--- config.mk ---
export PLATFORM = sky130hd
export DESIGN_NAME = pad_ctrl
export DESIGN_NICKNAME = d
export VERILOG_FILES = /design/src/apb_decode.v /design/src/pad_cell.v /design/src/pad_ctrl.v
export VERILOG_INCLUDE_DIRS = /design/src
export SDC_FILE = /design/constraint.sdc
export NUM_CORES = 1
export LEC_CHECK = 0
export BUFFER_PORTS_ARGS = -buffer_cell sky130_fd_sc_hd__buf_2
export CAP_MARGIN = 20
export CORE_ASPECT_RATIO = 1.1
export CORE_UTILIZATION = 40
export CTS_CLUSTER_DIAMETER = 60
export DETAILED_ROUTE_END_ITERATION = 7
export HOLD_SLACK_MARGIN = 0.15
export PLACE_DENSITY = 0.76
export SLEW_MARGIN = 40
export SYNTH_ARGS = -nofsm -noshare
export SYNTH_HDL_FRONTEND = slang
export SYNTH_SLANG_ARGS = --single-unit
export TNS_END_PERCENT = 20
--- constraint.sdc ---
create_clock -name pclk -period 2.52 [get_ports pclk]
set_input_delay 0.252 -clock pclk [delete_from_list [all_inputs] [get_ports pclk]]
set_output_delay 0.252 -clock pclk [all_outputs]
set_load 0.005 [all_outputs]
--- src/pad_defines.vh ---
// Constants for the pad control block: register byte offsets, field
// widths and reset values. Assumes a 32-bit APB bus and 16 pins (two ports).
`ifndef PAD_DEFINES_VH
`define PAD_DEFINES_VH

// ------------------------------------------------------------------
// Geometry
// ------------------------------------------------------------------
`define PAD_PORT_W 8
`define PAD_PIN_W 16
`define PAD_ADDR_W 8

// ------------------------------------------------------------------
// Port page: data and direction
// ------------------------------------------------------------------
`define OFF_PORT_DATA 8'h00
`define OFF_PORT_DIR 8'h04

// ------------------------------------------------------------------
// High page: pad control, kept apart from the port page
// ------------------------------------------------------------------
`define OFF_PULLUP 8'h40
`define OFF_SLEW 8'h44
`define OFF_DRIVE 8'h48
`define OFF_PULL_STATE 8'h4C
`define OFF_DRIVE_STATE 8'h50

// ------------------------------------------------------------------
// Reset values
// ------------------------------------------------------------------
`define RST_PIN_BITS 16'h0000
`define RST_OE_N 16'h0000
`define RST_RDATA 32'h0000_0000

`endif

--- src/apb_decode.v ---
// APB address decode for the pad control block: phase strobes and one-hot
// register selects. Assumes a compliant APB master that holds its request.
`include "pad_defines.vh"
module apb_decode (
    input wire psel,
    input wire penable,
    input wire pwrite,
    input wire [`PAD_ADDR_W-1:0] paddr,
    output wire setup,
    output wire wr_commit,
    output wire sel_data,
    output wire sel_dir,
    output wire sel_pullup,
    output wire sel_slew,
    output wire sel_drive,
    output wire sel_pull_state,
    output wire sel_drive_state,
    output wire hit
);
    // Setup is the cycle the slave prepares its answer
    assign setup = psel & ~penable;
    assign wr_commit = psel & penable & pwrite;

    // Register selects
    assign sel_data = (paddr == `OFF_PORT_DATA);
    assign sel_dir = (paddr == `OFF_PORT_DIR);
    assign sel_pullup = (paddr == `OFF_PULLUP);
    assign sel_slew = (paddr == `OFF_SLEW);
    assign sel_drive = (paddr == `OFF_DRIVE);
    assign sel_pull_state = (paddr == `OFF_PULL_STATE);
    assign sel_drive_state = (paddr == `OFF_DRIVE_STATE);
    assign hit = sel_data | sel_dir | sel_pullup | sel_slew | sel_drive |
                 sel_pull_state | sel_drive_state;
endmodule // apb_decode

--- src/pad_cell.v ---
// Pad steering for one port of pins: output mux, output enable, and the
// gating of pull-up, slew and drive. Purely combinational; the caller registers.
// Assumes peripheral and analog ownership flags come from synchronous logic.
module pad_cell #(
    parameter WIDTH = 8
) (
    input wire [WIDTH-1:0] gpio_data,
    input wire [WIDTH-1:0] gpio_dir,
    input wire [WIDTH-1:0] periph_ctrl,
    input wire [WIDTH-1:0] periph_oe,
    input wire [WIDTH-1:0] periph_out,
    input wire [WIDTH-1:0] analog_sel,
    input wire [WIDTH-1:0] pad_pullup_enable_bit,
    input wire [WIDTH-1:0] pad_slew_limit_enable_bit,
    input wire [WIDTH-1:0] pad_high_drive_select_bit,
    output wire [WIDTH-1:0] drive_nxt,
    output wire [WIDTH-1:0] out_nxt,
    output wire [WIDTH-1:0] pullup_nxt,
    output wire [WIDTH-1:0] slew_nxt,
    output wire [WIDTH-1:0] high_drive_nxt
);
    wire [WIDTH-1:0] dig_oe;

    // Peripheral takes the buffer when it owns the pin; analog owns it outright
    assign dig_oe = (periph_ctrl & periph_oe) | (~periph_ctrl & gpio_dir);
    assign drive_nxt = dig_oe & ~analog_sel;
    assign out_nxt = (periph_ctrl & periph_out) | (~periph_ctrl & gpio_data);

    // Pull-up only on a non-driving, non-analog pin
    assign pullup_nxt = pad_pullup_enable_bit & ~dig_oe & ~analog_sel;

    // Slew and strength only matter while the pin drives
    assign slew_nxt = pad_slew_limit_enable_bit & drive_nxt;
    assign high_drive_nxt = pad_high_drive_select_bit & drive_nxt;
endmodule // pad_cell

--- src/pad_ctrl.v ---
// Pad control for two 8-bit parallel ports: port data and direction,
// plus pull-up, slew and drive-strength bits in a separate register page.
// Assumes synchronous pin, peripheral and analog inputs on pclk, and an
// APB master that follows the usual setup/access sequence.
//
// Decided for this implementation: the APB slave port and the register offsets.
`include "pad_defines.vh"

module pad_ctrl (
    // APB slave side
    input wire pclk,
    input wire presetn,
    input wire psel,
    input wire penable,
    input wire pwrite,
    input wire [`PAD_ADDR_W-1:0] paddr,
    input wire [31:0] pwdata,
    output reg [31:0] prdata,
    output reg pready,
    output reg pslverr,
    // Pin levels and ownership flags, all synchronous to pclk
    input wire [`PAD_PIN_W-1:0] pad_in,
    input wire [`PAD_PIN_W-1:0] periph_ctrl,
    input wire [`PAD_PIN_W-1:0] periph_oe,
    input wire [`PAD_PIN_W-1:0] periph_out,
    input wire [`PAD_PIN_W-1:0] analog_sel,
    // Pad controls, every one straight from a flip-flop
    output reg [`PAD_PIN_W-1:0] pad_out,
    output reg [`PAD_PIN_W-1:0] pad_oe_n,
    output reg [`PAD_PIN_W-1:0] pad_pullup_on,
    output reg [`PAD_PIN_W-1:0] pad_slew_on,
    output reg [`PAD_PIN_W-1:0] pad_high_drive_on
);

    // ------------------------------------------------------------------
    // Declarations
    // ------------------------------------------------------------------
    // Software-visible registers
    reg [`PAD_PIN_W-1:0] port_data_r;
    reg [`PAD_PIN_W-1:0] port_dir_r;
    reg [`PAD_PIN_W-1:0] pad_pullup_enable_bit_r;
    reg [`PAD_PIN_W-1:0] pad_slew_limit_enable_bit_r;
    reg [`PAD_PIN_W-1:0] pad_high_drive_select_bit_r;
    // Next values from the write path and the read data mux
    reg [`PAD_PIN_W-1:0] port_data_nxt;
    reg [`PAD_PIN_W-1:0] port_dir_nxt;
    reg [`PAD_PIN_W-1:0] pullup_bits_nxt;
    reg [`PAD_PIN_W-1:0] slew_bits_nxt;
    reg [`PAD_PIN_W-1:0] drive_bits_nxt;
    reg [31:0] rdata_nxt;
    // Bus decode strobes
    wire setup;
    wire wr_commit;
    wire sel_data;
    wire sel_dir;
    wire sel_pullup;
    wire sel_slew;
    wire sel_drive;
    wire sel_pull_state;
    wire sel_drive_state;
    wire hit;
    // Steering results, one bit per pin
    wire [`PAD_PIN_W-1:0] drive_nxt;
    wire [`PAD_PIN_W-1:0] out_nxt;
    wire [`PAD_PIN_W-1:0] pullup_nxt;
    wire [`PAD_PIN_W-1:0] slew_nxt;
    wire [`PAD_PIN_W-1:0] high_drive_nxt;
    // Read view of port data and trimmed write data
    wire [`PAD_PIN_W-1:0] data_view;
    wire [`PAD_PIN_W-1:0] wdata16;

    // ------------------------------------------------------------------
    // Register map: byte offsets, one word each, pins in bits 15:0
    // ------------------------------------------------------------------
    // 0x00 port data: a write loads the output latch; a read follows the
    //      direction bit, latch for an output and pin level for an input
    // 0x04 direction: 1 makes the pin an output unless a peripheral or analog function owns it
    // 0x40 pull-up enable: honoured only on a pin that nothing drives
    // 0x44 slew limit enable: honoured only on a driven pin
    // 0x48 high drive select: honoured only on a driven pin
    // 0x4C effective pull-up, read only, as the pads see it now
    // 0x50 effective drive enable, read only, the inverse of pad_oe_n
    // Writes to the two read-only words are dropped without an error, so
    // a read-modify-write loop over the whole page stays harmless; any
    // other offset answers with pslverr and leaves every register alone.
    //
    // Ownership of a pin, strongest first:
    //   analog function - buffer off, pull-up off, slew and drive moot
    //   peripheral      - its own enable and level reach the buffer
    //   port logic      - direction and data registers
    // A peripheral pin that only listens keeps its pull-up: the pull-up is
    // cut by whatever drives the pin, not by who owns it.
    //
    // Bus timing: pready rises in the first access cycle of every
    // transfer, so each transfer takes two cycles with no wait state.
    // Read data is captured in setup, so a read of the pins shows their
    // level one edge before the transfer completes.
    //
    // Limitations: there are no byte strobes, so a write always replaces
    // all sixteen pins of a register. Pin inputs are taken as already
    // synchronous to pclk; a pin from another clock domain needs a
    // synchroniser outside this block, or a read may catch it mid-change.

    // ------------------------------------------------------------------
    // Bus decode
    // ------------------------------------------------------------------
    apb_decode u_decode (
        .psel(psel),
        .penable(penable),
        .pwrite(pwrite),
        .paddr(paddr),
        .setup(setup),
        .wr_commit(wr_commit),
        .sel_data(sel_data),
        .sel_dir(sel_dir),
        .sel_pullup(sel_pullup),
        .sel_slew(sel_slew),
        .sel_drive(sel_drive),
        .sel_pull_state(sel_pull_state),
        .sel_drive_state(sel_drive_state),
        .hit(hit)
    );

    // Only the low half of the bus word carries pin bits
    assign wdata16 = pwdata[`PAD_PIN_W-1:0];

    // ------------------------------------------------------------------
    // Pad steering, one instance per port
    // ------------------------------------------------------------------
    pad_cell #(
        .WIDTH(`PAD_PORT_W)
    ) u_port_a (
        .gpio_data(port_data_r[7:0]),
        .gpio_dir(port_dir_r[7:0]),
        .periph_ctrl(periph_ctrl[7:0]),
        .periph_oe(periph_oe[7:0]),
        .periph_out(periph_out[7:0]),
        .analog_sel(analog_sel[7:0]),
        .pad_pullup_enable_bit(pad_pullup_enable_bit_r[7:0]),
        .pad_slew_limit_enable_bit(pad_slew_limit_enable_bit_r[7:0]),
        .pad_high_drive_select_bit(pad_high_drive_select_bit_r[7:0]),
        .drive_nxt(drive_nxt[7:0]),
        .out_nxt(out_nxt[7:0]),
        .pullup_nxt(pullup_nxt[7:0]),
        .slew_nxt(slew_nxt[7:0]),
        .high_drive_nxt(high_drive_nxt[7:0])
    );

    pad_cell #(
        .WIDTH(`PAD_PORT_W)
    ) u_port_b (
        .gpio_data(port_data_r[15:8]),
        .gpio_dir(port_dir_r[15:8]),
        .periph_ctrl(periph_ctrl[15:8]),
        .periph_oe(periph_oe[15:8]),
        .periph_out(periph_out[15:8]),
        .analog_sel(analog_sel[15:8]),
        .pad_pullup_enable_bit(pad_pullup_enable_bit_r[15:8]),
        .pad_slew_limit_enable_bit(pad_slew_limit_enable_bit_r[15:8]),
        .pad_high_drive_select_bit(pad_high_drive_select_bit_r[15:8]),
        .drive_nxt(drive_nxt[15:8]),
        .out_nxt(out_nxt[15:8]),
        .pullup_nxt(pullup_nxt[15:8]),
        .slew_nxt(slew_nxt[15:8]),
        .high_drive_nxt(high_drive_nxt[15:8])
    );

    // ------------------------------------------------------------------
    // Port data read view
    // ------------------------------------------------------------------
    // Direction bit alone picks latch or pin, peripheral ownership ignored
    assign data_view = (port_dir_r & port_data_r) | (~port_dir_r & pad_in);

    // ------------------------------------------------------------------
    // Register write path
    // ------------------------------------------------------------------
    // Each select touches only its own register, so the pages stay apart
    // A write lands only at the access edge, where pready is high
    always @* begin
        port_data_nxt = port_data_r;
        port_dir_nxt = port_dir_r;
        pullup_bits_nxt = pad_pullup_enable_bit_r;
        slew_bits_nxt = pad_slew_limit_enable_bit_r;
        drive_bits_nxt = pad_high_drive_select_bit_r;
        if (wr_commit && pready) begin
            if (sel_data) begin
                port_data_nxt = wdata16;
            end
            if (sel_dir) begin
                port_dir_nxt = wdata16;
            end
            if (sel_pullup) begin
                pullup_bits_nxt = wdata16;
            end
            if (sel_slew) begin
                slew_bits_nxt = wdata16;
            end
            if (sel_drive) begin
                drive_bits_nxt = wdata16;
            end
        end
    end

    // ------------------------------------------------------------------
    // Read data mux
    // ------------------------------------------------------------------
    // Status words show what the pads really get after all overrides
    // Bits 31:16 always read as zero
    always @* begin
        rdata_nxt = `RST_RDATA;
        if (sel_data) begin
            rdata_nxt[`PAD_PIN_W-1:0] = data_view;
        end else if (sel_dir) begin
            rdata_nxt[`PAD_PIN_W-1:0] = port_dir_r;
        end else if (sel_pullup) begin
            rdata_nxt[`PAD_PIN_W-1:0] = pad_pullup_enable_bit_r;
        end else if (sel_slew) begin
            rdata_nxt[`PAD_PIN_W-1:0] = pad_slew_limit_enable_bit_r;
        end else if (sel_drive) begin
            rdata_nxt[`PAD_PIN_W-1:0] = pad_high_drive_select_bit_r;
        end else if (sel_pull_state) begin
            rdata_nxt[`PAD_PIN_W-1:0] = pad_pullup_on;
        end else if (sel_drive_state) begin
            rdata_nxt[`PAD_PIN_W-1:0] = ~pad_oe_n;
        end
    end

    // ------------------------------------------------------------------
    // APB answer
    // ------------------------------------------------------------------
    // Answer is prepared in setup so pready is high for the first access
    // cycle; a registered pready costs no wait state this way
    // pslverr flags only offsets outside the map, never the read-only words
    always @(posedge pclk or negedge presetn) begin
        if (!presetn) begin
            pready <= 1'b0;
            pslverr <= 1'b0;
            prdata <= `RST_RDATA;
        end else begin
            if (setup) begin
                pready <= 1'b1;
                pslverr <= ~hit;
                prdata <= pwrite ? `RST_RDATA : rdata_nxt;
            end else begin
                pready <= 1'b0;
                pslverr <= 1'b0;
            end
        end
    end

    // ------------------------------------------------------------------
    // Control registers
    // ------------------------------------------------------------------
    // Everything clears on reset: inputs, no pull-up, slow off, low drive
    always @(posedge pclk or negedge presetn) begin
        if (!presetn) begin
            port_data_r <= `RST_PIN_BITS;
            port_dir_r <= `RST_PIN_BITS;
            pad_pullup_enable_bit_r <= `RST_PIN_BITS;
            pad_slew_limit_enable_bit_r <= `RST_PIN_BITS;
            pad_high_drive_select_bit_r <= `RST_PIN_BITS;
        end else begin
            port_data_r <= port_data_nxt;
            port_dir_r <= port_dir_nxt;
            pad_pullup_enable_bit_r <= pullup_bits_nxt;
            pad_slew_limit_enable_bit_r <= slew_bits_nxt;
            pad_high_drive_select_bit_r <= drive_bits_nxt;
        end
    end

    // ------------------------------------------------------------------
    // Pad outputs
    // ------------------------------------------------------------------
    // Registered so pads never see decode glitches; costs one cycle of
    // latency from a register write or ownership change to the pin.
    // A stale level can still appear if software sets direction before
    // data; that ordering is left to software.
    always @(posedge pclk or negedge presetn) begin
        if (!presetn) begin
            pad_out <= `RST_PIN_BITS;
            pad_oe_n <= ~`RST_OE_N;
            pad_pullup_on <= `RST_PIN_BITS;
            pad_slew_on <= `RST_PIN_BITS;
            pad_high_drive_on <= `RST_PIN_BITS;
        end else begin
            pad_out <= out_nxt;
            pad_oe_n <= ~drive_nxt;
            pad_pullup_on <= pullup_nxt;
            pad_slew_on <= slew_nxt;
            pad_high_drive_on <= high_drive_nxt;
        end
    end

endmodule // pad_ctrl

# --- Word-level counts from Yosys, hierarchy flattened ---
# Cells that the tools add are included.
totals:
  out_inout_bits: 114
  ff_bits: 194
classes:
  reduce_logical: 7
  bitwise: 45
  n_mux: 10
  eq_ne: 6
op_table:
  columns: ["cell", "n"]
  rows:
  - ["8-bit AND", 18]
  - ["16-bit two-way mux", 8]
  - ["16-bit inverter", 3]
  - ["8-bit inverter", 6]
  - ["8-bit by 7-bit equality test with 1-bit output, second input constant", 5]
  - ["16-bit AND", 2]
  - ["8-bit bitwise OR", 4]
  - ["16-bit bitwise OR", 1]
  - ["2-bit AND reduction", 5]
  - ["8-bit by 3-bit equality test with 1-bit output, second input constant", 1]
  - ["8-bit zero test", 1]
  - ["1-bit bitwise OR", 6]
  - ["1-bit AND", 3]
  - ["1-bit two-way mux", 2]
  - ["1-bit inverter", 2]
  - ["1-bit logical AND", 1]

# --- Depth between registers and ports, before layout ---
depth:
  ltp_word: 9
  ltp_mapped: 7
  mapped_depth_nobuf: 4

# --- By module ---
# Synthesis repeated with hierarchy kept, for this count alone.
hier_totals:
  hier_cells: 658
  hier_area_um2: 8249.2
by_module_without_submodules:
  columns: ["module", "seq_area_each_um2", "n_inst", "cells_per_inst", "area_each_um2"]
  rows:
  - ["pad_ctrl", 4474.3, 1, 543, 7264.5]
  - ["pad_cell", 0.0, 2, 48, 420.4]
  - ["apb_decode", 0.0, 1, 19, 143.9]

# --- Worst setup path before layout ---
# OpenSTA, ideal clock, no wires.
synth_path:
  path_type: "in2reg"
  start: "input port paddr[5]"
  end: "register port_data_r[10]"
  n_path_buf: 2
  t_arrival_ns: 1.895
  path_slack_ns: 0.500
  path_stages: 5
  path_cell_list: "or4_1 buf_2 nor3_2 buf_2 mux2_2"
synth_between:
  elab_chain_len: 2
synth_rtl:
  columns: ["item", "line_no", "rtl"]
  rows:
  - ["from (decl)", "pad_ctrl.v:16", "input wire [`PAD_ADDR_W-1:0] paddr,"]
  - ["8-bit zero test (no source line)", null, null]
  - ["2-bit AND reduction (no source line)", null, null]
  - ["to (signal assigned)", "pad_ctrl.v:257", "port_data_r <= `RST_PIN_BITS;"]
  - ["to (signal assigned)", "pad_ctrl.v:263", "port_data_r <= port_data_nxt;"]
  - ["to (decl)", "pad_ctrl.v:39", "reg [`PAD_PIN_W-1:0] port_data_r;"]
# Every way passes these cells.
# A chain may end at the register's enable or synchronous reset.

# --- Worst setup path after layout ---
layout_path:
  start: "register pready"
  end: "register port_dir_r[8]"
layout_between:
  elab_chain_len: 2
layout_rtl:
  columns: ["item", "line_no", "rtl"]
  rows:
  - ["from (decl)", "pad_ctrl.v:19", "output reg pready,"]
  - ["from (signal assigned)", "pad_ctrl.v:236", "pready <= 1'b0;"]
  - ["from (signal assigned)", "pad_ctrl.v:241", "pready <= 1'b1;"]
  - ["from (signal assigned)", "pad_ctrl.v:245", "pready <= 1'b0;"]
  - ["1-bit logical AND", "pad_ctrl.v:185", "if (wr_commit && pready) begin"]
  - ["2-bit AND reduction (no source line)", null, null]
  - ["to (signal assigned)", "pad_ctrl.v:258", "port_dir_r <= `RST_PIN_BITS;"]
  - ["to (signal assigned)", "pad_ctrl.v:264", "port_dir_r <= port_dir_nxt;"]
  - ["to (decl)", "pad_ctrl.v:40", "reg [`PAD_PIN_W-1:0] port_dir_r;"]
# Every way passes these cells.

==> summary.md <==
Entering global routing, the biggest net connects 69 pins. The register clock-pin slew on the reported worst setup and hold paths was 0.06 ns. STA puts the critical path data required time at 2.83 ns. The logs give 0 for the final setup violation count and 1072 for the number of nets at the end of the flow. In the global route stage, met1 resource usage came out at 31.06%. The overall routed net length was 23.65 mm. After layout, the worst setup slack is 0.6670 ns.

The synthesized cell area was 0.008127 mm^2; the slew at the pin with the worst max-slew slack was 0.7878 ns. The die extent in y was 151.5 um. The tightest min-delay check is of the in2reg type.

In this run, distinct cell masters in the synthesized netlist total 36. Yosys printed 0 warnings. The synthesized design devotes to its leading area cell type 49.88% of total area.

Dividing the detail-routed wire length by the instance count gives 19.53 um. The critical path's largest stage delay was 0.34 ns. By instance count, the leading cell after synthesis is sky130_fd_sc_hd__dfrtp_1. For the register area, the log shows 0.004474 mm^2. The maximum fanout along the worst path was 16. For this block, the initial DRC count from the detailed router was 319. The flow ran to the end, and the final reports show no timing, DRC or antenna violations. The commonest cells after synthesis are 162 x sky130_fd_sc_hd__dfrtp_1, 86 x sky130_fd_sc_hd__mux2_2, 81 x sky130_fd_sc_hd__o21ai_0. The critical path goes through and4_1 > nand2_1 > or3_1 > buf_4 > mux2_2. The worst path uses 73.53% of the clock period. The clock passes through at most 2 buffers. Of the cells placed in the final design, the portion with a size suffix greater than 1 is 40.67%. Max-cap violations in this run came to 0. The shortest period the worst path allows was 1.853 ns; the number of rows in the core area was 54. Combined area of the multi-input logic cells: 0.003362 mm^2.

Setup repair after global routing left no endpoint under its margin. Met2 capacity usage during global routing: 37.80%. The layer flagged by global routing as most heavily used is met2. The share of the Yosys chip area taken by registers is 55.06%. The kind of end point of the critical path was a register.

The count of TritonRoute iterations in the first routing pass is 4. The clock drives 178 sinks. The number of hold violations in the final report is 0, and the number of resized instances in the post-cts repair step is 0. The tools report the cell count after synthesis as 677. In the routed layout, each cell is associated on average with a via count of 5.470. The port buffer count was 206; the data arrival at the endpoint of the critical path was 2.16 ns.

The number of antenna diodes in the final layout is 0. During I/O placement, the number of pins put on the boundary was 239. For the area of the core, the log shows 0.01986 mm^2. The tools report the total congestion overflow after global routing as 0. For this run, design rule violations remaining after detail routing come to 0. The max-slew violation count is 0. The starting density of the core came out at 40.91%. On the critical path the largest part of the delay comes from simple AND/OR/NAND/NOR gates.

In the synthesized netlist the async set-or-reset flop fraction comes to 100.0%. TritonCTS built the clock tree. Relative to the synthesized area, the layout overhead comes to 31.19%. The count of flip-flops with a built-in enable after synthesis is 0, and the number of global-route vias before repair is 6607. Before CTS, the worst setup slack after placement is 0.4283 ns.

The startpoint type of the worst setup path was a register. Routability-driven placement finished with a final weighted congestion of 0.8107. After synthesis, the cell types taking the most area are sky130_fd_sc_hd__dfrtp_1 50%, sky130_fd_sc_hd__mux2_2 12%, sky130_fd_sc_hd__dfstp_2 5.2%.

The estimated wirelength of the detail-placed design was 15.21 mm. The total number of vias is 6624, and the die area is 0.02089 mm^2. The number of antenna violations at the first check in global routing was 0. The die is 137.9 um wide. Summed over all cells, the static leakage comes to 5.336 nW.

For the clock latency at the later pin of the worst-skew pair, the log shows 0.42 ns. The cell with the largest stage delay on the worst path was sky130_fd_sc_hd__and4_1. Buffers inserted during clock tree synthesis total 17. Global routing consumed, over all layers together, 23.31% of the routing resources. The count of buffer and inverter cells on the critical path works out to 1. Among all flip-flop cells after synthesis, the most frequent one is sky130_fd_sc_hd__dfrtp_1.

CTS built an H-tree with a depth of 4. The number of fill cells was 1707. The type of the setup path with the least slack is reg2reg. The first global-routing pass estimated 36.02 mm of wire. The dominant cell type by area after synthesis is sky130_fd_sc_hd__dfrtp_1. The global routing met3 resource utilization was 4.458%.

Headroom to the max-slew limit came out at 47.48%. Clock skew on the completed layout was measured at 0.005531 ns. For this run, the top clock speed supported by timing is 0.5397 GHz. The power per standard cell area is 559.7 mW/mm^2.

Counting flops and latches in the post-synthesis netlist gives 178. In the final timing run, aggregate negative setup slack is 0 ns. After synthesis, the mean cell area works out to 12.00 um^2.

The antenna violation net count after detailed routing is 0, and the worst vdd rail ir drop is 445.8 uV. The tree is rooted in a sky130_fd_sc_hd__clkbuf_16.
[routing by layer]
layer / vias to the layer above / share of wire [%] / routed length [um]
met4: 0 / 2.2 / 526
met3: 42 / 7.3 / 1736
met5: - / 0 / 0
met2: 324 / 47 / 11020
li1: 2953 / - / -
met1: 3305 / 44 / 10360
[tightest hold or removal path, cell delays in order]
cell                      delay [ns]
sky130_fd_sc_hd__buf_2          0.08
sky130_fd_sc_hd__mux2i_1        0.07
sky130_fd_sc_hd__nor2_1         0.14
sky130_fd_sc_hd__inv_1          0.05
[where the power goes]
group | internal, mW | switching (mW) | leakage, nW
registers | 2.90 | 0.0164 | 2.41
logic | 0.234 | 0.277 | 2.66
clock network | 1.44 | 1.10 | 0.267
total | 4.57 | 1.39 | 5.34
[kinds of logic after synthesis]
| family | Yosys count | synth area share [%] |
|---|---|---|
| buffers and inverters | 73 | 4.465 |
| other | 1 | 0.04615 |
| flip-flops | 178 | 55.06 |
| AND/OR/NAND/NOR | 151 | 11.76 |
| AO/OA/AOI/OAI | 146 | 10.96 |
| multiplexers | 128 | 17.71 |
[cell usage in the layout, fill, tap and decap left out, types with 17 or more instances in the layout]
cell,instances
sky130_fd_sc_hd__buf_2,205
sky130_fd_sc_hd__dfrtp_1,162
sky130_fd_sc_hd__mux2_2,86
sky130_fd_sc_hd__o21ai_0,81
sky130_fd_sc_hd__dlygate4sd3_1,65
sky130_fd_sc_hd__mux2i_1,32
sky130_fd_sc_hd__and2_1,32
sky130_fd_sc_hd__inv_1,19
sky130_fd_sc_hd__nor2_1,18
sky130_fd_sc_hd__nand2_1,18
sky130_fd_sc_hd__nand2b_1,17
sky130_fd_sc_hd__a211oi_1,17
sky130_fd_sc_hd__nand3_1,17
sky130_fd_sc_hd__clkbuf_16,17
[through the flow]
step | hold WS [ns] | cell area, um^2 | cells | power, mW | utilization, %
after detailed placement | 0.2857 | 9453 | 1115 | 3.393 | 47.59
after global placement | 0.2846 | 9453 | 1115 | 3.385 | 47.59
after CTS | 0.1534 | 10660 | 1211 | 6.018 | 53.67
after floorplan | -0.04359 | 8183 | 692 | 3.142 | -
final | 0.1702 | 10660 | 1211 | 5.967 | 53.67
after global routing | 0.1794 | 10660 | 1211 | 6.179 | 53.67
[repair_timing]
item | in CTS | in global routing
endpoints found under the hold margin | 209 | 0
setup buffers | 0 | 0
hold buffers | 65 | 0
[layout make-up]
class,instances,area share [%]
clock buffer,24,4.518
clock inverter,7,0.7159
inverter,19,0.6689
multi-input combinational,441,31.53
sequential,178,41.97
tap,252,2.957
timing repair buffer,290,17.64
[flip-flops by register name (all words and copies together) (netlist names)]
signal and flops:
pad_high_drive_select_bit_r 16, pad_high_drive_on 16, pad_pullup_on 16, pad_pullup_enable_bit_r 16, pad_slew_on 16, pslverr 1
port_dir_r 16, pready 1, pad_oe_n 16, port_data_r 16, pad_out 16, pad_slew_limit_enable_bit_r 16
prdata 16
[worst paths after layout]
check	from	endpoint	slack, ns	cells past startpoint
setup / recovery	pready	port_dir_r[8]	0.67	5
hold / removal	periph_oe[5]	pad_oe_n[5]	0.17	4
setup reg to reg	pready	port_dir_r[8]	0.67	5
hold reg to reg	prdata[13]	prdata[13]	0.50	2
max in group asynchronous	presetn	pad_oe_n[12]	1.32	3
min in group asynchronous	presetn	pad_slew_on[2]	0.39	2
(Power assumes the default switching activity.)
